File: src/rtl/cstd_pkg.sv
package cstd_pkg;
   // Timing
   localparam int unsigned CLOCK_PERIOD_NS = 20;
   localparam int unsigned STALL_TIME_NS   = 80_000;
   localparam int unsigned STALL_CYCLES    = STALL_TIME_NS / CLOCK_PERIOD_NS;
   localparam int unsigned STALL_W         = 12;
   // Trim reference
   localparam int unsigned FAST_RC_HZ      = 48_000_000;
   localparam int unsigned XTAL_HZ         = 32_768;
   localparam int unsigned TRIM_TARGET     = (FAST_RC_HZ + XTAL_HZ / 2) / XTAL_HZ;
   localparam int unsigned LOCK_TOL_PCT    = 1;
   localparam int unsigned TRIM_PERIODS_MIN = 4;
   localparam int unsigned TRIM_UPDATES_MIN = 8;
   localparam int unsigned TRIM_CNT_W      = 16;
   localparam int unsigned TRIM_W          = 9;
   localparam logic [8:0]  TRIM_CODE_RST   = 9'h100;
   // Source codes of the shared source vector
   localparam logic [1:0]  SRC_EXT_XTAL    = 2'h0;
   localparam logic [1:0]  SRC_FAST_RC     = 2'h1;
   localparam logic [1:0]  SRC_SLOW_RC     = 2'h2;
   localparam logic [1:0]  SRC_CORE        = 2'h3;
   // Core and tick source order
   localparam logic [1:0]  OSC_FAST_XTAL   = 2'h0;
   localparam logic [1:0]  OSC_SLOW_XTAL   = 2'h1;
   localparam logic [1:0]  OSC_SLOW_RC     = 2'h2;
   localparam logic [1:0]  OSC_FAST_RC     = 2'h3;
   // Crystal enable field codes
   localparam logic [1:0]  XTAL_FAST_ON    = 2'h1;
   localparam logic [1:0]  XTAL_SLOW_ON    = 2'h2;
   // Peripheral source masks: wdt, tmr0, tmr1, spi, uart0, uart1, adc
   localparam int unsigned NUM_PERIPH      = 7;
   localparam logic [27:0] PERIPH_MASKS    = 28'hB_33_9_FF_D;
   localparam logic [6:0]  PD_KEEP_MASK    = 7'h07;
   // Divider
   localparam int unsigned DIV_STAGES      = 16;
   typedef enum logic [1:0] {CSTD_TRIM_IDLE, CSTD_TRIM_COUNT, CSTD_TRIM_JUDGE} cstd_trim_e;
endpackage : cstd_pkg
File: src/rtl/cstd_mux_if.sv
`timescale 1ns/10ps
`default_nettype none
interface cstd_mux_if;
   logic [3:0] src;
   logic [3:0] run;
   logic [2:0] sel;
   logic       stop;
   logic       clk_out;
   logic       running;
   modport ctrl (output src, run, sel, stop, input clk_out, running);
   modport mux  (input src, run, sel, stop, output clk_out, running);
endinterface : cstd_mux_if
`default_nettype wire

File: src/rtl/cstd_clock_ctrl.sv
`timescale 1ns/10ps
`default_nettype none
module cstd_clock_ctrl #(
   parameter int unsigned TRIM_TARGET = cstd_pkg::TRIM_TARGET
) (
   // Clock, reset, enable
   input  wire logic       i_clock,
   input  wire logic       i_rst_n,
   input  wire logic       i_clock_en,
   // Oscillator pins
   input  wire logic       i_fast_crystal_osc,
   input  wire logic       i_fast_internal_rc,
   input  wire logic       i_slow_crystal_osc,
   input  wire logic       i_slow_internal_rc,
   // Trim control
   input  wire logic       i_trim_frequency_select,
   input  wire logic [1:0] i_trim_loop_count_sel,
   input  wire logic [1:0] i_trim_retry_limit,
   // Source selects
   input  wire logic [2:0] i_core_clock_source_sel,
   input  wire logic       i_tick_source_bit,
   input  wire logic [2:0] i_tick_clock_source_sel,
   input  wire logic [1:0] i_wdt_clock_sel,
   input  wire logic [1:0] i_tmr0_clock_sel,
   input  wire logic [1:0] i_tmr1_clock_sel,
   input  wire logic [1:0] i_spi_clock_sel,
   input  wire logic [1:0] i_uart0_clock_sel,
   input  wire logic [1:0] i_uart1_clock_sel,
   input  wire logic [1:0] i_adc_clock_sel,
   // Power control
   input  wire logic       i_power_down,
   input  wire logic       i_powerdown_crystal_keep,
   input  wire logic [1:0] i_crystal_enable_field,
   // Divided clock output
   input  wire logic       i_clock_out_enable,
   input  wire logic [3:0] i_clock_out_div_sel,
   // Trim status
   output logic [8:0]      o_fast_rc_trim_code,
   output logic            o_trim_lock_flag,
   output logic            o_trim_fail,
   // Clocks
   output logic            o_core_clock,
   output logic            o_bus_clock,
   output logic            o_i2c_clock,
   output logic            o_pwm_clock,
   output logic            o_cmp_clock,
   output logic            o_tick_clock,
   output logic            o_wdt_clock,
   output logic            o_tmr0_clock,
   output logic            o_tmr1_clock,
   output logic            o_spi_clock,
   output logic            o_uart0_clock,
   output logic            o_uart1_clock,
   output logic            o_adc_clock,
   output logic            o_divided_clock_output_pin,
   // Oscillator enables and status
   output logic            o_fast_crystal_enable,
   output logic            o_fast_rc_enable,
   output logic            o_slow_crystal_enable,
   output logic            o_slow_rc_enable,
   output logic [3:0]      o_source_running
);
   // Pins sampled by 50 MHz: sources must stay below half that rate
   logic [3:0] sync1_q, sync2_q, sync3_q;
   logic [3:0] osc_rise;
   always_ff @(posedge i_clock) begin
      if (!i_rst_n) begin
         sync1_q <= 4'h0;
         sync2_q <= 4'h0;
         sync3_q <= 4'h0;
      end else if (i_clock_en) begin
         sync1_q <= {i_fast_internal_rc, i_slow_internal_rc, i_slow_crystal_osc, i_fast_crystal_osc};
         sync2_q <= sync1_q;
         sync3_q <= sync2_q;
      end
   end
   assign osc_rise = sync2_q & ~sync3_q;
   // Activity watch: no edge for the stall time means dead
   logic [cstd_pkg::STALL_W-1:0] stall_q [4];
   logic [cstd_pkg::STALL_W-1:0] stall_d [4];
   logic [3:0]                   run_q, run_d;
   localparam logic [cstd_pkg::STALL_W-1:0] STALL_MAX = cstd_pkg::STALL_W'(cstd_pkg::STALL_CYCLES);
   always_comb begin
      for (int i = 0; i < 4; i++) begin
         stall_d[i] = (sync2_q[i] != sync3_q[i]) ? '0 :
                      (stall_q[i] == STALL_MAX) ? stall_q[i] : stall_q[i] + 1'b1;
         run_d[i]   = (stall_d[i] != STALL_MAX);
      end
   end
   always_ff @(posedge i_clock) begin
      if (!i_rst_n) begin
         for (int i = 0; i < 4; i++) stall_q[i] <= STALL_MAX;
         run_q <= 4'h0;
      end else if (i_clock_en) begin
         stall_q <= stall_d;
         run_q   <= run_d;
      end
   end
   assign o_source_running = run_q;
   // Core clock, stopped in power-down
   cstd_mux_if core_if ();
   assign core_if.src  = {sync2_q[3], sync2_q[2], sync2_q[1], sync2_q[0]};
   assign core_if.run  = run_q;
   assign core_if.sel  = i_core_clock_source_sel;
   assign core_if.stop = i_power_down;
   cstd_glitch_mux #(.ALLOWED(4'hF)) u_core_mux (
      .i_clock    (i_clock),
      .i_rst_n    (i_rst_n),
      .i_clock_en (i_clock_en),
      .m          (core_if.mux)
   );
   // Bus and fixed peripherals share the one core flop
   assign o_core_clock = core_if.clk_out;
   assign o_bus_clock  = core_if.clk_out;
   assign o_i2c_clock  = core_if.clk_out;
   assign o_pwm_clock  = core_if.clk_out;
   assign o_cmp_clock  = core_if.clk_out;
   // External tick clock, then tick source pick
   cstd_mux_if ext_if ();
   cstd_mux_if tick_if ();
   assign ext_if.src  = sync2_q;
   assign ext_if.run  = run_q;
   assign ext_if.sel  = i_tick_clock_source_sel;
   assign ext_if.stop = i_power_down;
   cstd_glitch_mux #(.ALLOWED(4'hF)) u_ext_tick_mux (
      .i_clock    (i_clock),
      .i_rst_n    (i_rst_n),
      .i_clock_en (i_clock_en),
      .m          (ext_if.mux)
   );
   assign tick_if.src  = {2'b00, core_if.clk_out, ext_if.clk_out};
   assign tick_if.run  = {2'b00, core_if.running, ext_if.running};
   assign tick_if.sel  = {2'b00, i_tick_source_bit};
   assign tick_if.stop = i_power_down;
   cstd_glitch_mux #(.ALLOWED(4'h3)) u_tick_mux (
      .i_clock    (i_clock),
      .i_rst_n    (i_rst_n),
      .i_clock_en (i_clock_en),
      .m          (tick_if.mux)
   );
   assign o_tick_clock = tick_if.clk_out;
   // Peripheral muxes; ext crystal follows the enabled crystal
   logic       ext_xtal, ext_xtal_run;
   logic [1:0] per_sel [cstd_pkg::NUM_PERIPH];
   assign ext_xtal     = (i_crystal_enable_field == cstd_pkg::XTAL_SLOW_ON) ? sync2_q[1] : sync2_q[0];
   assign ext_xtal_run = (i_crystal_enable_field == cstd_pkg::XTAL_SLOW_ON) ? run_q[1] : run_q[0];
   assign per_sel = '{i_wdt_clock_sel, i_tmr0_clock_sel, i_tmr1_clock_sel, i_spi_clock_sel,
                      i_uart0_clock_sel, i_uart1_clock_sel, i_adc_clock_sel};
   cstd_mux_if per_if [cstd_pkg::NUM_PERIPH] ();
   logic [cstd_pkg::NUM_PERIPH-1:0] per_clk;
   for (genvar g = 0; g < cstd_pkg::NUM_PERIPH; g++) begin : g_periph
      assign per_if[g].src  = {core_if.clk_out, sync2_q[2], sync2_q[3], ext_xtal};
      assign per_if[g].run  = {core_if.running, run_q[2], run_q[3], ext_xtal_run};
      assign per_if[g].sel  = {1'b0, per_sel[g]};
      // Slow RC users stay alive through power-down
      assign per_if[g].stop = i_power_down &
                              !(cstd_pkg::PD_KEEP_MASK[g] && per_sel[g] == cstd_pkg::SRC_SLOW_RC);
      cstd_glitch_mux #(.ALLOWED(cstd_pkg::PERIPH_MASKS[4*g +: 4])) u_per_mux (
         .i_clock    (i_clock),
         .i_rst_n    (i_rst_n),
         .i_clock_en (i_clock_en),
         .m          (per_if[g].mux)
      );
      assign per_clk[g] = per_if[g].clk_out;
   end
   assign o_wdt_clock   = per_clk[0];
   assign o_tmr0_clock  = per_clk[1];
   assign o_tmr1_clock  = per_clk[2];
   assign o_spi_clock   = per_clk[3];
   assign o_uart0_clock = per_clk[4];
   assign o_uart1_clock = per_clk[5];
   assign o_adc_clock   = per_clk[6];
   // Oscillator enables
   logic [3:0] osc_en_q, osc_en_d;
   logic       slow_xtal_keep;
   always_comb begin
      slow_xtal_keep = i_powerdown_crystal_keep && (i_crystal_enable_field == cstd_pkg::XTAL_SLOW_ON);
      osc_en_d[0] = !i_power_down && (i_crystal_enable_field == cstd_pkg::XTAL_FAST_ON);
      osc_en_d[1] = i_power_down ? slow_xtal_keep
                                 : (i_crystal_enable_field == cstd_pkg::XTAL_SLOW_ON);
      osc_en_d[2] = 1'b1;
      osc_en_d[3] = !i_power_down;
   end
   always_ff @(posedge i_clock) begin
      if (!i_rst_n) osc_en_q <= 4'h4;
      else if (i_clock_en) osc_en_q <= osc_en_d;
   end
   assign o_fast_crystal_enable = osc_en_q[0];
   assign o_slow_crystal_enable = osc_en_q[1];
   assign o_slow_rc_enable      = osc_en_q[2];
   assign o_fast_rc_enable      = osc_en_q[3];
   // Divider fed by core clock rising edges
   logic [cstd_pkg::DIV_STAGES-1:0] div_q, div_d;
   logic                            core_prev_q, divided_clock_output_pin_q, divided_clock_output_pin_d;
   always_comb begin
      div_d  = div_q;
      if (core_if.clk_out && !core_prev_q) div_d = div_q + 1'b1;
      divided_clock_output_pin_d = i_clock_out_enable & div_d[i_clock_out_div_sel];
   end
   always_ff @(posedge i_clock) begin
      if (!i_rst_n) begin
         div_q       <= '0;
         core_prev_q <= 1'b0;
         divided_clock_output_pin_q      <= 1'b0;
      end else if (i_clock_en) begin
         div_q       <= div_d;
         core_prev_q <= core_if.clk_out;
         divided_clock_output_pin_q      <= divided_clock_output_pin_d;
      end
   end
   assign o_divided_clock_output_pin = divided_clock_output_pin_q;

   // Auto trim: count fast RC edges over a window of crystal periods
   localparam logic [cstd_pkg::TRIM_CNT_W-1:0] TGT = cstd_pkg::TRIM_CNT_W'(TRIM_TARGET);
   cstd_pkg::cstd_trim_e             tst_q, tst_d;
   logic [cstd_pkg::TRIM_CNT_W-1:0]  fcnt_q, fcnt_d, goal, tol;
   logic [5:0]                       xcnt_q, xcnt_d, periods;
   logic [6:0]                       upd_q, upd_d, upd_lim;
   logic [8:0]                       code_q, code_d;
   logic                             lock_q, lock_d, fail_q, fail_d;
   always_comb begin
      periods = 6'(cstd_pkg::TRIM_PERIODS_MIN) << i_trim_loop_count_sel;
      upd_lim = 7'(cstd_pkg::TRIM_UPDATES_MIN) << i_trim_retry_limit;
      goal    = TGT << i_trim_loop_count_sel << 2;
      tol     = cstd_pkg::TRIM_CNT_W'(goal * cstd_pkg::LOCK_TOL_PCT / 100);
      tst_d   = tst_q;
      fcnt_d  = fcnt_q;
      xcnt_d  = xcnt_q;
      upd_d   = upd_q;
      code_d  = code_q;
      lock_d  = lock_q;
      fail_d  = fail_q;
      unique case (tst_q)
         cstd_pkg::CSTD_TRIM_IDLE: begin
            fcnt_d = '0;
            xcnt_d = '0;
            if (i_trim_frequency_select && !fail_q && run_q[1] && osc_rise[1])
               tst_d = cstd_pkg::CSTD_TRIM_COUNT;
         end
         cstd_pkg::CSTD_TRIM_COUNT: begin
            fcnt_d = fcnt_q + {15'h0, osc_rise[3]};
            xcnt_d = xcnt_q + {5'h0, osc_rise[1]};
            if (xcnt_d == periods) tst_d = cstd_pkg::CSTD_TRIM_JUDGE;
         end
         cstd_pkg::CSTD_TRIM_JUDGE: begin
            fcnt_d = '0;
            xcnt_d = '0;
            tst_d  = cstd_pkg::CSTD_TRIM_COUNT;
            if ((fcnt_q <= goal + tol) && (fcnt_q + tol >= goal)) begin
               lock_d = 1'b1;
               upd_d  = '0;
            end else begin
               lock_d = 1'b0;
               code_d = (fcnt_q > goal) ? code_q - 1'b1 : code_q + 1'b1;
               upd_d  = upd_q + 1'b1;
               if (upd_d == upd_lim) begin
                  fail_d = 1'b1;
                  tst_d  = cstd_pkg::CSTD_TRIM_IDLE;
               end
            end
         end
         default: tst_d = cstd_pkg::CSTD_TRIM_IDLE;
      endcase
      // Dead crystal or trim off voids the reference
      if (!i_trim_frequency_select || !run_q[1]) begin
         tst_d  = cstd_pkg::CSTD_TRIM_IDLE;
         lock_d = 1'b0;
         upd_d  = '0;
      end
      if (!i_trim_frequency_select) fail_d = 1'b0;
   end
   always_ff @(posedge i_clock) begin
      if (!i_rst_n) begin
         tst_q  <= cstd_pkg::CSTD_TRIM_IDLE;
         fcnt_q <= '0;
         xcnt_q <= '0;
         upd_q  <= '0;
         code_q <= cstd_pkg::TRIM_CODE_RST;
         lock_q <= 1'b0;
         fail_q <= 1'b0;
      end else if (i_clock_en) begin
         tst_q  <= tst_d;
         fcnt_q <= fcnt_d;
         xcnt_q <= xcnt_d;
         upd_q  <= upd_d;
         code_q <= code_d;
         lock_q <= lock_d;
         fail_q <= fail_d;
      end
   end
   assign o_fast_rc_trim_code = code_q;
   assign o_trim_lock_flag    = lock_q;
   assign o_trim_fail         = fail_q;
endmodule : cstd_clock_ctrl
`default_nettype wire

File: src/rtl/cstd_glitch_mux.sv
`timescale 1ns/10ps
`default_nettype none
module cstd_glitch_mux #(
   parameter logic [3:0] ALLOWED = 4'hF
) (
   // Clock and reset
   input  wire logic  i_clock,
   input  wire logic  i_rst_n,
   input  wire logic  i_clock_en,
   // Sources and output
   cstd_mux_if.mux    m
);
   logic [1:0] cur_q, cur_d;
   logic       out_q, out_d;
   logic       prev_q, prev_d;
   logic [1:0] req;
   logic       req_ok;

   always_comb begin
      req    = m.sel[1:0];
      req_ok = (m.sel[2] == 1'b0) && ALLOWED[req];
      cur_d  = cur_q;
      out_d  = out_q;
      prev_d = m.src[cur_q];
      // Hand over only at a common low phase of two live clocks
      if (req_ok && (req != cur_q) && m.run[cur_q] && m.run[req] &&
          !m.src[cur_q] && !m.src[req] && !out_q) begin
         cur_d  = req;
         prev_d = 1'b0;
      end else if (m.stop) begin
         out_d = out_q & m.src[cur_q];
      end else if (!out_q) begin
         // Rise only on a true edge, never mid-pulse
         out_d = m.src[cur_q] & !prev_q;
      end else begin
         out_d = m.src[cur_q];
      end
   end

   always_ff @(posedge i_clock) begin
      if (!i_rst_n) begin
         cur_q  <= 2'h0;
         out_q  <= 1'b0;
         prev_q <= 1'b0;
      end else if (i_clock_en) begin
         cur_q  <= cur_d;
         out_q  <= out_d;
         prev_q <= prev_d;
      end
   end

   assign m.clk_out = out_q;
   assign m.running = m.run[cur_q] & ~m.stop;
endmodule : cstd_glitch_mux
`default_nettype wire

File: config.mk
export PLATFORM = sky130hd
export DESIGN_NAME = cstd_clock_ctrl
export DESIGN_NICKNAME = d
export VERILOG_FILES = /design/src/rtl/cstd_pkg.sv /design/src/rtl/cstd_mux_if.sv /design/src/rtl/cstd_clock_ctrl.sv /design/src/rtl/cstd_glitch_mux.sv
export SDC_FILE = /design/constraint.sdc
export NUM_CORES = 1
export LEC_CHECK = 0
export ABC_AREA = 1
export BUFFER_PORTS_ARGS = -buffer_cell sky130_fd_sc_hd__buf_2
export CORE_ASPECT_RATIO = 0.8
export CORE_MARGIN = 2
export CORE_UTILIZATION = 57
export CTS_CLUSTER_SIZE = 40
export DETAILED_ROUTE_END_ITERATION = 6
export MAX_ROUTING_LAYER = met4
export PLACE_DENSITY = 0.76
export SYNTH_ARGS = -nofsm -noshare
export SYNTH_HDL_FRONTEND = slang
export SYNTH_HIERARCHICAL = 1
export SYNTH_SLANG_ARGS = --single-unit
File: constraint.sdc
create_clock -name i_clock -period 5.5 [get_ports i_clock]
set_input_delay 0.275 -clock i_clock [delete_from_list [all_inputs] [get_ports i_clock]]
set_output_delay 0.275 -clock i_clock [all_outputs]
set_load 0.02 [all_outputs]
[Word-level counts from Yosys, hierarchy flattened]
Cells that the tools add are included.
Operators by class
  $add $sub $neg: 12
  multipliers: 0
  div/mod/pow operators: 1
  order comparisons: 24
  equal/unequal tests: 36
  shifts and indexed selects: 3
  muxes and demuxes: 162
  bitwise operators: 42
  reductions and logical operators: 147
Operator list (number)
  1-bit two-way mux: 97
  12-bit two-way mux: 8
  1-bit binary-select mux with 2-bit select: 45
  1-bit logical AND: 69
  2-bit by 3-bit < comparator with 1-bit output, second input constant: 18
  12-bit by 1-bit adder with 12-bit output, second input constant: 4
  12-bit equality test, second input constant: 4
  1-bit logical NOT: 48
  12-bit inequality test, second input constant: 4
  2-bit AND reduction: 22
  16-bit adder: 2
  16-bit by 7-bit divider with 32-bit output, second input constant: 1
  16-bit one-hot mux with 2 select lines: 1
  1-bit AND: 26
  7-bit two-way mux: 3
  2-bit inequality test: 9
  16-bit by 1-bit adder with 16-bit output: 1
  16-bit by 1-bit adder with 16-bit output, second input constant: 1
  16-bit >= comparator: 1
  16-bit > comparator: 1
  16-bit <= comparator: 1
  16-bit two-way mux: 1
  1-bit inverter: 14
  11-bit by 2-bit left shift with 14-bit output, first input constant: 1
  29 further kinds: 45
Storage, ports and cells
  flip-flop bits (word level): 166
  latch bits: 0
  memory bits (writable): 0
  memory bits (read-only): 0
  input port bits: 42
  output and inout port bits: 33
  word-level logic and storage cells: 476
  memories: 0

[Longest topological paths before layout]
Gate-level depths: netlist of the first run.
  depth after elaboration: 12
  depth in mapped cells: 45
  gate-level depth less buffers: 44

[Hierarchy]
The synthesis of the first run kept the hierarchy.
By module, submodules not included
  cstd_clock_ctrl: times used 1, cells each 1412, area each 9429.0 µm², seq. area each 2542.4 µm²
  cstd_glitch_mux (g_periph[1].u_per_mux ...): times used 4, cells each 77, area each 421.7 µm², seq. area each 80.1 µm²
  cstd_glitch_mux (g_periph[4].u_per_mux ...): times used 3, cells each 55, area each 319.1 µm², seq. area each 80.1 µm²
  cstd_glitch_mux (g_periph[0].u_per_mux): times used 1, cells each 91, area each 478.0 µm², seq. area each 80.1 µm²
  cstd_glitch_mux (g_periph[6].u_per_mux): times used 1, cells each 66, area each 376.6 µm², seq. area each 80.1 µm²
  cstd_glitch_mux (g_periph[3].u_per_mux): times used 1, cells each 66, area each 355.3 µm², seq. area each 80.1 µm²

[Least setup slack after synthesis of the first run]
OpenSTA, ideal clock, no wires.
  path kind: input port to flip-flop
  start: input i_trim_loop_count_sel[0]
  end: register code_q[6], in the netlist o_fast_rc_trim_code[6]
  setup time: 0.121 ns
  arrival: 5.395 ns
  required time: 5.379 ns
  path slack: -0.017 ns
  cell stages on the path: 41
  buffers on the path: 2
  path through: inv_1 > ha_1 > buf_2 > inv_2 > ha_1 > nand2_1 > nor3_1 > nand3_1 > nand4_2 > nand3_1 > nand2_1 > nor2_2 > nand3_4 > a21oi_2 > nand3_1 > nor2_1 > nand2_1 > ha_1 > (+5 left out) > o21ai_0 > a21oi_1 > nor2_1 > nand2_1 > xor2_1 > ha_1 > nand2_1 > inv_1 > nand3_1 > nor3_1 > nand2_1 > nand3_1 > nand2_1 > nand2_1 > inv_1 > buf_2 > o21ai_0 > a21oi_1
Between the ends
  longest elaborated chain between the ends: 7
  elaborated cells between the ends (all ways): 11
  classes of those cells: add/sub (2); div (1); order compare (3); shift (1); mux (1); bitwise (1); reduce/logical (2)
Ends and longest elaborated chain
  start, declared: RTL line cstd_clock_ctrl.sv:17  | input wire logic [1:0] i_trim_loop_count_sel,
  11-bit by 2-bit left shift with 14-bit output (*): RTL line cstd_clock_ctrl.sv:224  | goal = TGT << i_trim_loop_count_sel << 2;
  16-bit by 7-bit divider with 32-bit output: RTL line cstd_clock_ctrl.sv:225  | tol = cstd_pkg::TRIM_CNT_W'(goal * cstd_pkg::LOCK_TOL_PCT / 100);
  16-bit adder: RTL line cstd_clock_ctrl.sv:249  | if ((fcnt_q <= goal + tol) && (fcnt_q + tol >= goal)) begin
  16-bit <= comparator or 16-bit >= comparator (tied branches): RTL line cstd_clock_ctrl.sv:249
  1-bit logical AND: RTL line cstd_clock_ctrl.sv:249
  1-bit inverter (no line)
  3-bit AND reduction (no line)
  end signal, assigned: RTL line cstd_clock_ctrl.sv:278  | code_q <= cstd_pkg::TRIM_CODE_RST;
  end signal, assigned: RTL line cstd_clock_ctrl.sv:286  | code_q <= code_d;
  end, declared: RTL line cstd_clock_ctrl.sv:219  | logic [8:0] code_q, code_d;
Every way passes the cells marked *; elsewhere a longest branch is shown, timed or not.
A chain may end at the register's enable or synchronous reset.

[Final worst setup path of the first run]
  start: input i_trim_loop_count_sel[0]
  end: register code_q[5], in the netlist o_fast_rc_trim_code[5]
The elaborated chain is that of the path after synthesis.

==> impl_metrics.json, run 1 <==
{
  "p_comb_share_pct": 21.3,
  "grt_pass1_wl_um": 59000,
  "firstDrtPassIters": 5,
  "fin_crit_ns": 5.09,
  "antenna_found_initial": 0,
  "skew_ns": 0.0123,
  "syn_avg_cell_area_um2": 6.31,
  "rows": 49,
  "worst_slew_pin_slew_ns": 1.10,
  "grt-busiest-layer": "met2",
  "fin_cells": 2542,
  "cts.sinks": 167,
  "arrival_ns": 5.46,
  "p_leak_uw": 0.00710,
  "clkLatencyLatePin_ns": 0.44,
  "hpwl_um": 25400,
  "power.switching_uw": 1060,
  "globalRouteOverflowTotal": 0,
  "diodes": 0,
  "die_h_um": 140,
  "pin_count": 75,
  "synth_cells": 2100,
  "fillers": 2051,
  "synth_warnings": 6,
  "swShare_pct": 32.4,
  "grt_pass1_vias": 12600,
  "grt.total_usage_pct": 29.5,
  "netlist_area_um2": 13200,
  "core-area_um2": 22600,
  "grt_max_degree": 84,
  "gp_congestion": 0.951,
  "outcome": "finished clean",
  "multiInputGateArea_um2": 8720,
  "post_drt_wl_per_cell_um": 14.0,
  "drv_slew": 0,
  "peakVddDrop_mv": 0.280,
  "clockBufferDepth": 2,
  "grt_use_met3_pct": 4.78,
  "die-area_um2": 24500,
  "hold_viol": 0,
  "setup_viol": 0,
  "timing.hold.ws_ns": 0.0628,
  "grt_util_met1_pct": 39.9,
  "final_core_util_pct": 66.8,
  "cap_violations": 0,
  "finalWirelength_um": 35500,
  "critical-path-slowest-cell": "ha_1",
  "syn2layout_area_growth_pct": 14.1,
  "place_ws_ns": -0.205,
  "required_ns": 5.87,
  "cts-root-buf": "clkbuf_16",
  "path_class": "in2reg",
  "fin_nets": 2355,
  "crit_path_end_kind": "register",
  "cts.reportedPaths.clkPinSlew_ns": 0.07,
  "worstHoldPathType": "in2reg",
  "max_freq_ghz": 0.196,
  "drc": 0,
  "port_buffers": 73,
  "holdBufCountCts": 0,
  "path_max_fanout": 16,
  "internal-power_uw": 2220,
  "drtAntennaViolNets": 0,
  "use_met2_pct": 46.5,
  "cts_inserted_buffers": 17,
  "via_count": 13900,
  "cts_tree": "done",
  "drive_gt1_share_pct": 14.9,
  "max_stage_delay_ns": 0.31,
  "dp_cells": 2508,
  "slew_headroom_pct": 26.3,
  "period_share_pct": 92.6,
  "clkPwrFrac_pct": 38.0,
  "fin_ws_ns": 0.406,
  "power.density_nw_per_um2": 217,
  "h-tree-depth": 4,
  "drt_iter0_markers": 1120,
  "critPathLaunchType": "input pin",
  "die_x_um": 174,
  "vias_per_cell": 5.45,
  "seqPwrFrac_pct": 40.6,
  "seqCellArea_um2": 3340,
  "initial_core_util_pct": 58.6
}
layer usage:
| layer | routed length, um | vias to the layer above |
|---|---|---|
| li1 | - | 7087 |
| met1 | 16800 | 6333 |
| met2 | 16000 | 407 |
| met3 | 2380 | 35 |
| met4 | 325 | 0 |
| met5 | 0 | - |
what timing repair did:
| item | in CTS | in global routing |
|---|---|---|
| endpoints found under the setup margin | 0 | 19 |
| setup buffers | 0 | 2 |
| resized for setup | 0 | 43 |
| endpoints found under the hold margin | 0 | 0 |
power groups by stage:
stage	Clock (uW)	Combinational [uW]	Sequential, uW
after detailed placement	0	667	1360
after floorplan	0	476	1340
after global placement	0	652	1350
after CTS	1260	672	1330
after global routing	1310	790	1340
final	1250	700	1330
worst paths after layout:
path / startpoint / to / slack [ns] / cells past startpoint
worst max-delay path: i_trim_loop_count_sel[0] / o_fast_rc_trim_code[5] / 0.41 / 41
worst min-delay path: i_slow_crystal_osc / sync1_q[1] / 0.06 / 3
worst max register to register: fcnt_q[7] / o_fast_rc_trim_code[8] / 1.82 / 20
worst min register to register: osc_en_q[0] / osc_en_q[0] / 0.46 / 2
flip-flops by register name, indices dropped and copies added, names as in the netlist, 2 cells and up:
name	cells
g_periph.u_per_mux/m.clk_out	7
osc_en_q	3
g_periph.u_per_mux/prev_q	7
tst_q	2
sync3_q	4
o_source_running	4
fcnt_q	16
stall_q	48
div_q	16
u_tick_mux/cur_q	2
core_if.src	4
u_ext_tick_mux/cur_q	2
xcnt_q	6
o_fast_rc_trim_code	9
sync1_q	4
upd_q	7
u_core_mux/cur_q	2
g_periph.u_per_mux/cur_q	14
layout by cell type, fill, tap and decap left out, types with 4 or more instances in the layout:
master,n
a211oi_1,6
a21boi_0,4
a21oi_1,169
a21oi_2,6
a31oi_1,11
buf_2,70
buf_4,70
clkbuf_16,17
clkinv_1,4
conb_1,14
dfxtp_1,167
ha_1,80
ha_4,6
inv_1,264
inv_2,38
inv_6,5
nand2_1,499
nand2_2,34
nand3_1,147
nand3_2,22
nand3b_1,4
nand4_1,46
nor2_1,201
nor2_2,11
nor2_4,16
nor3_1,33
nor3_2,6
nor3b_1,4
nor4_1,13
o211ai_1,23
o21ai_0,119
o21ai_1,4
or2_0,4
or2_2,5
xnor2_1,25
xor2_1,43
cell type report:
class / instances / area share [%]
clock buffer: 19 / 2.93
clock inverter: 13 / 1.05
inverter: 309 / 7.74
multi-input combinational: 1587 / 57.7
sequential: 167 / 22.1
tap: 306 / 2.53
timing repair buffer: 141 / 5.93
critical path: cells and delay by family:
family	cells	cell delay, ns
simple gates	21	1.90
compound gates	10	1.44
xor+xnor	1	0.14
buf+inv	6	0.81
fa+ha+maj	3	0.87
metrics by stage:
stage,power [uW],area [um2],setup TNS (ns)
after detailed placement,2020,14300,-1.84
final,3280,15100,0
after CTS,3260,14900,0
after global placement,2010,14300,-0.211
after floorplan,1820,13300,0
after global routing,3440,15100,-0.375
(Power assumes the default switching activity.)
==> inputs of run 2 (changes only) <==
--- a/config.mk
+++ b/config.mk
@@ -14,6 +14,7 @@
 export DETAILED_ROUTE_END_ITERATION = 6
 export MAX_ROUTING_LAYER = met4
 export PLACE_DENSITY = 0.76
+export RECOVER_POWER = 50
 export SYNTH_ARGS = -nofsm -noshare
 export SYNTH_HDL_FRONTEND = slang
 export SYNTH_HIERARCHICAL = 1
==> run 2 against run 1 <==
  * The run now ends with max-capacitance violations, max-slew violations left
  * Highest routed layer unchanged
  * Routed wire length is essentially flat
  * Core utilization decreased by 0.24 points
  * Largest power group unchanged
  * Combinational power barely moved
  * Final area decreased by 0.36%
  * Flip-flop and latch count did not move
  * Die area is the same
  * Critical path depth is 1 higher
  * Fmax increased by 0.24%
  * Clock-buffer cell count unchanged
==> impl_metrics.json, run 2 (synthesis results as in run 1) <==
{
  "top_regs": "stall_q (48), div_q (16), fcnt_q (16)",
  "hold_depth": 3,
  "die_h_um": 140,
  "vias_per_cell": 5.45,
  "drc": 0,
  "grt_pass1_vias": 12600,
  "p_comb_share_pct": 21.3,
  "place_ws_ns": -0.205,
  "timing.hold.ws_ns": 0.0673,
  "fin_nets": 2355,
  "gp_congestion": 0.951,
  "hold_viol": 0,
  "cts-root-buf": "clkbuf_16",
  "power.switching_uw": 1060,
  "hpwl_um": 25400,
  "largest_reg_flops": 48,
  "critical-path-slowest-cell": "ha_1",
  "path_max_fanout": 16,
  "cts_inserted_buffers": 17,
  "cts.sinks": 167,
  "pin_count": 75,
  "core-area_um2": 22600,
  "hp-start": "i_slow_crystal_osc",
  "clkLatencyLatePin_ns": 0.44,
  "largest-register": "stall_q",
  "worst_slew_pin_slew_ns": 2.53,
  "h-tree-depth": 4,
  "seqCellArea_um2": 3340,
  "finalWirelength_um": 35500,
  "power.density_nw_per_um2": 218,
  "holdBufCountCts": 0,
  "layout_common_cells": "nand2_1, inv_1, nor2_1",
  "grt_pass1_wl_um": 59000,
  "fillers": 2068,
  "via_count": 13900,
  "setup_viol": 0,
  "reg2reg_depth": 20,
  "drive_gt1_share_pct": 13.4,
  "firstDrtPassIters": 6,
  "slew_headroom_pct": -68.6,
  "rrSetupSlack_ns": 1.79,
  "clockBufferDepth": 2,
  "initial_core_util_pct": 58.6,
  "max_freq_ghz": 0.197,
  "multiInputGateArea_um2": 8720,
  "port_buffers": 73,
  "diodes": 0,
  "seqPwrFrac_pct": 40.6,
  "max_stage_delay_ns": 0.31,
  "outcome": "finished with violations",
  "cap_violations": 3,
  "p_total_uw": 3280,
  "reg2reg_from": "fcnt_q[7]",
  "path_class": "in2reg",
  "grt_max_degree": 84,
  "r2r-end": "o_fast_rc_trim_code[8]",
  "worstHoldPathType": "in2reg",
  "drtAntennaViolNets": 0,
  "p_leak_uw": 0.00697,
  "grt.total_usage_pct": 29.5,
  "rows": 49,
  "cts.reportedPaths.clkPinSlew_ns": 0.07,
  "violations": "max-capacitance violations, max-slew violations",
  "crit_path_frequent_cell": "nand3_1",
  "drt_iter0_markers": 1200,
  "fin_ws_ns": 0.419,
  "holdPathEnd": "sync1_q[1]",
  "internal-power_uw": 2210,
  "post_drt_wl_per_cell_um": 13.9,
  "cts_tree": "done",
  "required_ns": 5.87,
  "final_common_cell": "nand2_1",
  "antenna_found_initial": 0,
  "crit_path_end_kind": "register",
  "die-area_um2": 24500,
  "syn2layout_area_growth_pct": 13.7,
  "fin_crit_ns": 5.08,
  "drv_slew": 174,
  "clkPwrFrac_pct": 38.1,
  "peakVddDrop_mv": 0.280,
  "period_share_pct": 92.4,
  "swShare_pct": 32.4,
  "die_x_um": 174,
  "globalRouteOverflowTotal": 0,
  "skew_ns": 0.0133,
  "arrival_ns": 5.45,
  "critPathLaunchType": "input pin"
}
==> run 2: worst max-delay path by stage <==
stage	start	end	cells after the start	slack, ns
floorplan	i_trim_loop_count_sel[0]	o_fast_rc_trim_code[6]	41	0.06
global placement	i_trim_loop_count_sel[0]	o_fast_rc_trim_code[4]	43	-0.03
detailed placement	i_trim_loop_count_sel[1]	o_fast_rc_trim_code[5]	40	-0.21
CTS	i_trim_loop_count_sel[1]	o_fast_rc_trim_code[5]	40	0.25
global route	i_trim_loop_count_sel[0]	o_fast_rc_trim_code[5]	44	-0.07
finish	i_trim_loop_count_sel[0]	o_fast_rc_trim_code[5]	42	0.42
==> run 2: what timing repair did <==
action	4_1_cts	5_1_grt
buffers inserted	0	2
endpoints found under the hold margin	0	0
gates resized for setup	0	43
endpoints found under the setup margin	0	19
==> run 2: layout make-up <==
cell class | count | area share (%)
clock buffer | 19 | 2.94
clock inverter | 13 | 1.05
inverter | 309 | 7.77
multi-input combinational | 1587 | 57.9
sequential | 167 | 22.2
tap | 306 | 2.54
timing repair buffer | 141 | 5.62
==> run 2: routing by layer <==
metal / share of wire [%] / vias up / routed length, um / GRT usage, %
li1: - / 7096 / - / -
met1: 47 / 6307 / 16800 / 39.9
met2: 45 / 409 / 15900 / 46.5
met3: 6.6 / 40 / 2340 / 4.78
met4: 1.1 / 0 / 378 / 6.19
met5: 0 / - / 0 / -
==> run 2: power by group through the flow <==
| stage | Combinational [uW] | Sequential [uW] | Clock (uW) |
|---|---|---|---|
| after floorplan | 476 | 1340 | 0 |
| after global placement | 652 | 1350 | 0 |
| after detailed placement | 667 | 1360 | 0 |
| after CTS | 672 | 1330 | 1260 |
| after global routing | 788 | 1340 | 1310 |
| final | 698 | 1330 | 1250 |
==> run 2: worst max-delay path: cells and delay by family <==
family / cells / cell delay [ns]
and+or+nand+nor: 21 / 1.84
xor gates and xnor gates: 1 / 0.14
adders and majority gates: 3 / 0.84
AOI/OAI and AO/OA: 10 / 1.44
buffers and inverters: 7 / 0.89
==> run 2: stage by stage <==
| step | TNS, ns | instances | cell area (um2) | utilization, % |
|---|---|---|---|---|
| 4_1_cts | 0 | 2540 | 14900 | 66.0 |
| 2_1_floorplan | 0 | 2112 | 13300 | - |
| 6_report | 0 | 2542 | 15100 | 66.6 |
| 3_5_place_dp | -1.84 | 2508 | 14300 | 63.3 |
| 5_1_grt | -0.375 | 2542 | 15100 | 66.6 |
| 3_3_place_gp | -0.211 | 2508 | 14300 | 63.3 |
==> inputs of run 3 (changes only) <==
--- a/config.mk
+++ b/config.mk
@@ -9,11 +9,11 @@
 export BUFFER_PORTS_ARGS = -buffer_cell sky130_fd_sc_hd__buf_2
 export CORE_ASPECT_RATIO = 0.8
 export CORE_MARGIN = 2
-export CORE_UTILIZATION = 57
+export CORE_UTILIZATION = 40
 export CTS_CLUSTER_SIZE = 40
 export DETAILED_ROUTE_END_ITERATION = 6
 export MAX_ROUTING_LAYER = met4
-export PLACE_DENSITY = 0.76
+export PLACE_DENSITY = 0.56
 export RECOVER_POWER = 50
 export SYNTH_ARGS = -nofsm -noshare
 export SYNTH_HDL_FRONTEND = slang
==> run 3 against run 2 <==
  * The run still ends with max-capacitance violations, max-slew violations left
  * Critical path depth shrank 5
  * Critical path type unchanged
  * Flip-flop and latch count is the same
  * Highest routed layer unchanged
  * First-iteration DRC count shrank 29%
==> impl_metrics.json, run 3 (synthesis results as in run 1) <==
{
  "internal-power_uw": 2180,
  "cts.reportedPaths.clkPinSlew_ns": 0.07,
  "clkLatencyLatePin_ns": 0.44,
  "cts_inserted_buffers": 17,
  "initial_core_util_pct": 40.7,
  "multiInputGateArea_um2": 8730,
  "holdBufCountCts": 0,
  "hpwl_um": 26700,
  "clockBufferDepth": 2,
  "outcome": "finished with violations",
  "required_ns": 5.88,
  "dp_cells": 2652,
  "syn2layout_area_growth_pct": 16.4,
  "drtAntennaViolNets": 0,
  "largest_reg_flops": 48,
  "design_area_um2": 15400,
  "grt_pass1_vias": 12600,
  "max_freq_ghz": 0.192,
  "placed_area_um2": 14600,
  "largest-register": "stall_q",
  "grt_pass1_wl_um": 61700,
  "cap_violations": 3,
  "crit_path_frequent_cell": "buf_4",
  "power.density_nw_per_um2": 212,
  "fin_cells": 2692,
  "antenna_found_initial": 0,
  "grt_max_degree": 96,
  "cts_tree": "done",
  "drive_gt1_share_pct": 14.6,
  "slew_headroom_pct": -118,
  "fin_crit_ns": 5.20,
  "die_h_um": 167,
  "path_class": "in2reg",
  "post_drt_wl_per_cell_um": 13.7,
  "clkPwrFrac_pct": 37.6,
  "port_buffers": 73,
  "vias_per_cell": 5.04,
  "path_max_fanout": 9,
  "rows": 59,
  "swShare_pct": 33.1,
  "p_leak_uw": 0.00706,
  "skew_ns": 0.0114,
  "max_stage_delay_ns": 0.40,
  "final_common_cell": "nand2_1",
  "drc": 0,
  "fin_nets": 2384,
  "worst_slew_pin_slew_ns": 3.26,
  "layout_common_cells": "nand2_1, inv_1, nor2_1",
  "diodes": 0,
  "violations": "max-capacitance violations, max-slew violations",
  "die-area_um2": 34600,
  "top_regs": "stall_q (48), div_q (16), fcnt_q (16)",
  "fillers": 3422,
  "drv_slew": 227,
  "p_comb_share_pct": 21.7,
  "drt_iter0_markers": 853,
  "core-area_um2": 32600,
  "gp_congestion": 0.879,
  "seqPwrFrac_pct": 40.7,
  "cts-root-buf": "clkbuf_16",
  "cts.sinks": 167,
  "period_share_pct": 94.5,
  "worstHoldPathType": "in2reg",
  "setup_viol": 0,
  "crit_path_end_kind": "register",
  "seqCellArea_um2": 3340,
  "critPathLaunchType": "input pin",
  "die_x_um": 207,
  "peakVddDrop_mv": 0.240,
  "via_count": 13600,
  "critical-path-slowest-cell": "fa_2",
  "finalWirelength_um": 37000,
  "firstDrtPassIters": 6,
  "h-tree-depth": 4,
  "grt.total_usage_pct": 21.9,
  "hold_viol": 0,
  "pin_count": 75,
  "globalRouteOverflowTotal": 0,
  "power.switching_uw": 1080,
  "arrival_ns": 5.58
}
run 3: stage by stage:
step | worst slack, ns | TNS, ns | util [%] | hold WS (ns) | power [uW]
2_1_floorplan | 0.0570 | 0 | - | 0.380 | 1820
3_3_place_gp | -0.346 | -2.04 | 45.0 | 0.451 | 2040
3_5_place_dp | -0.528 | -4.76 | 45.0 | 0.457 | 2040
5_1_grt | -0.0436 | -0.148 | 47.4 | 0.0598 | 3470
4_1_cts | 0.0116 | 0 | 46.8 | 0.0485 | 3290
6_report | 0.300 | 0 | 47.4 | 0.0603 | 3260
run 3: cell type report:
class,count,area share (%)
flip-flops and latches,167,21.7
inverters,309,7.61
clock buffers,18,2.85
multi-input cells,1587,56.6
repair buffers,168,6.70
clock inverters,14,0.998
repair inverters,2,0.0974
well taps,427,3.46
run 3: repair_timing:
item / in CTS / in global routing
buffers inserted: 0 / 6
resized for setup: 1 / 52
endpoints found under the setup margin: 1 / 19
pin swaps: 0 / 16
gates cloned: 0 / 2
run 3: power by group through the flow:
stage,combinational (uW),clock [uW],sequential [uW]
after floorplan,476,0,1340
after global placement,683,0,1350
after detailed placement,689,0,1360
after CTS,694,1270,1330
after global routing,808,1320,1340
final,708,1230,1330
run 3: path summary, 6_finish.rpt:
check | end | startpoint | slack (ns) | depth (start not counted)
min reg2reg | sync3_q[1] | sync3_q[1] | 0.46 | 2
max reg2reg | o_divided_clock_output_pin | u_core_mux/m.clk_out | 1.78 | 14
max | o_fast_rc_trim_code[5] | i_trim_loop_count_sel[1] | 0.30 | 37
min | sync1_q[0] | i_fast_crystal_osc | 0.06 | 3
run 3: routing by layer:
layer | vias up | share of wire (%) | GRT usage (%)
met4 | 0 | 1.2 | 5.25
met3 | 24 | 4.1 | 2.92
met5 | - | 0 | -
li1 | 7142 | - | -
met2 | 227 | 44 | 33.4
met1 | 6170 | 51 | 30.6
run 3: critical path: cells and delay by family:
family | cells | cell delay, ns
compound gates | 7 | 0.89
simple gates | 18 | 2.23
xor+xnor | 1 | 0.17
buf+inv | 8 | 1.12
fa+ha+maj | 3 | 0.87
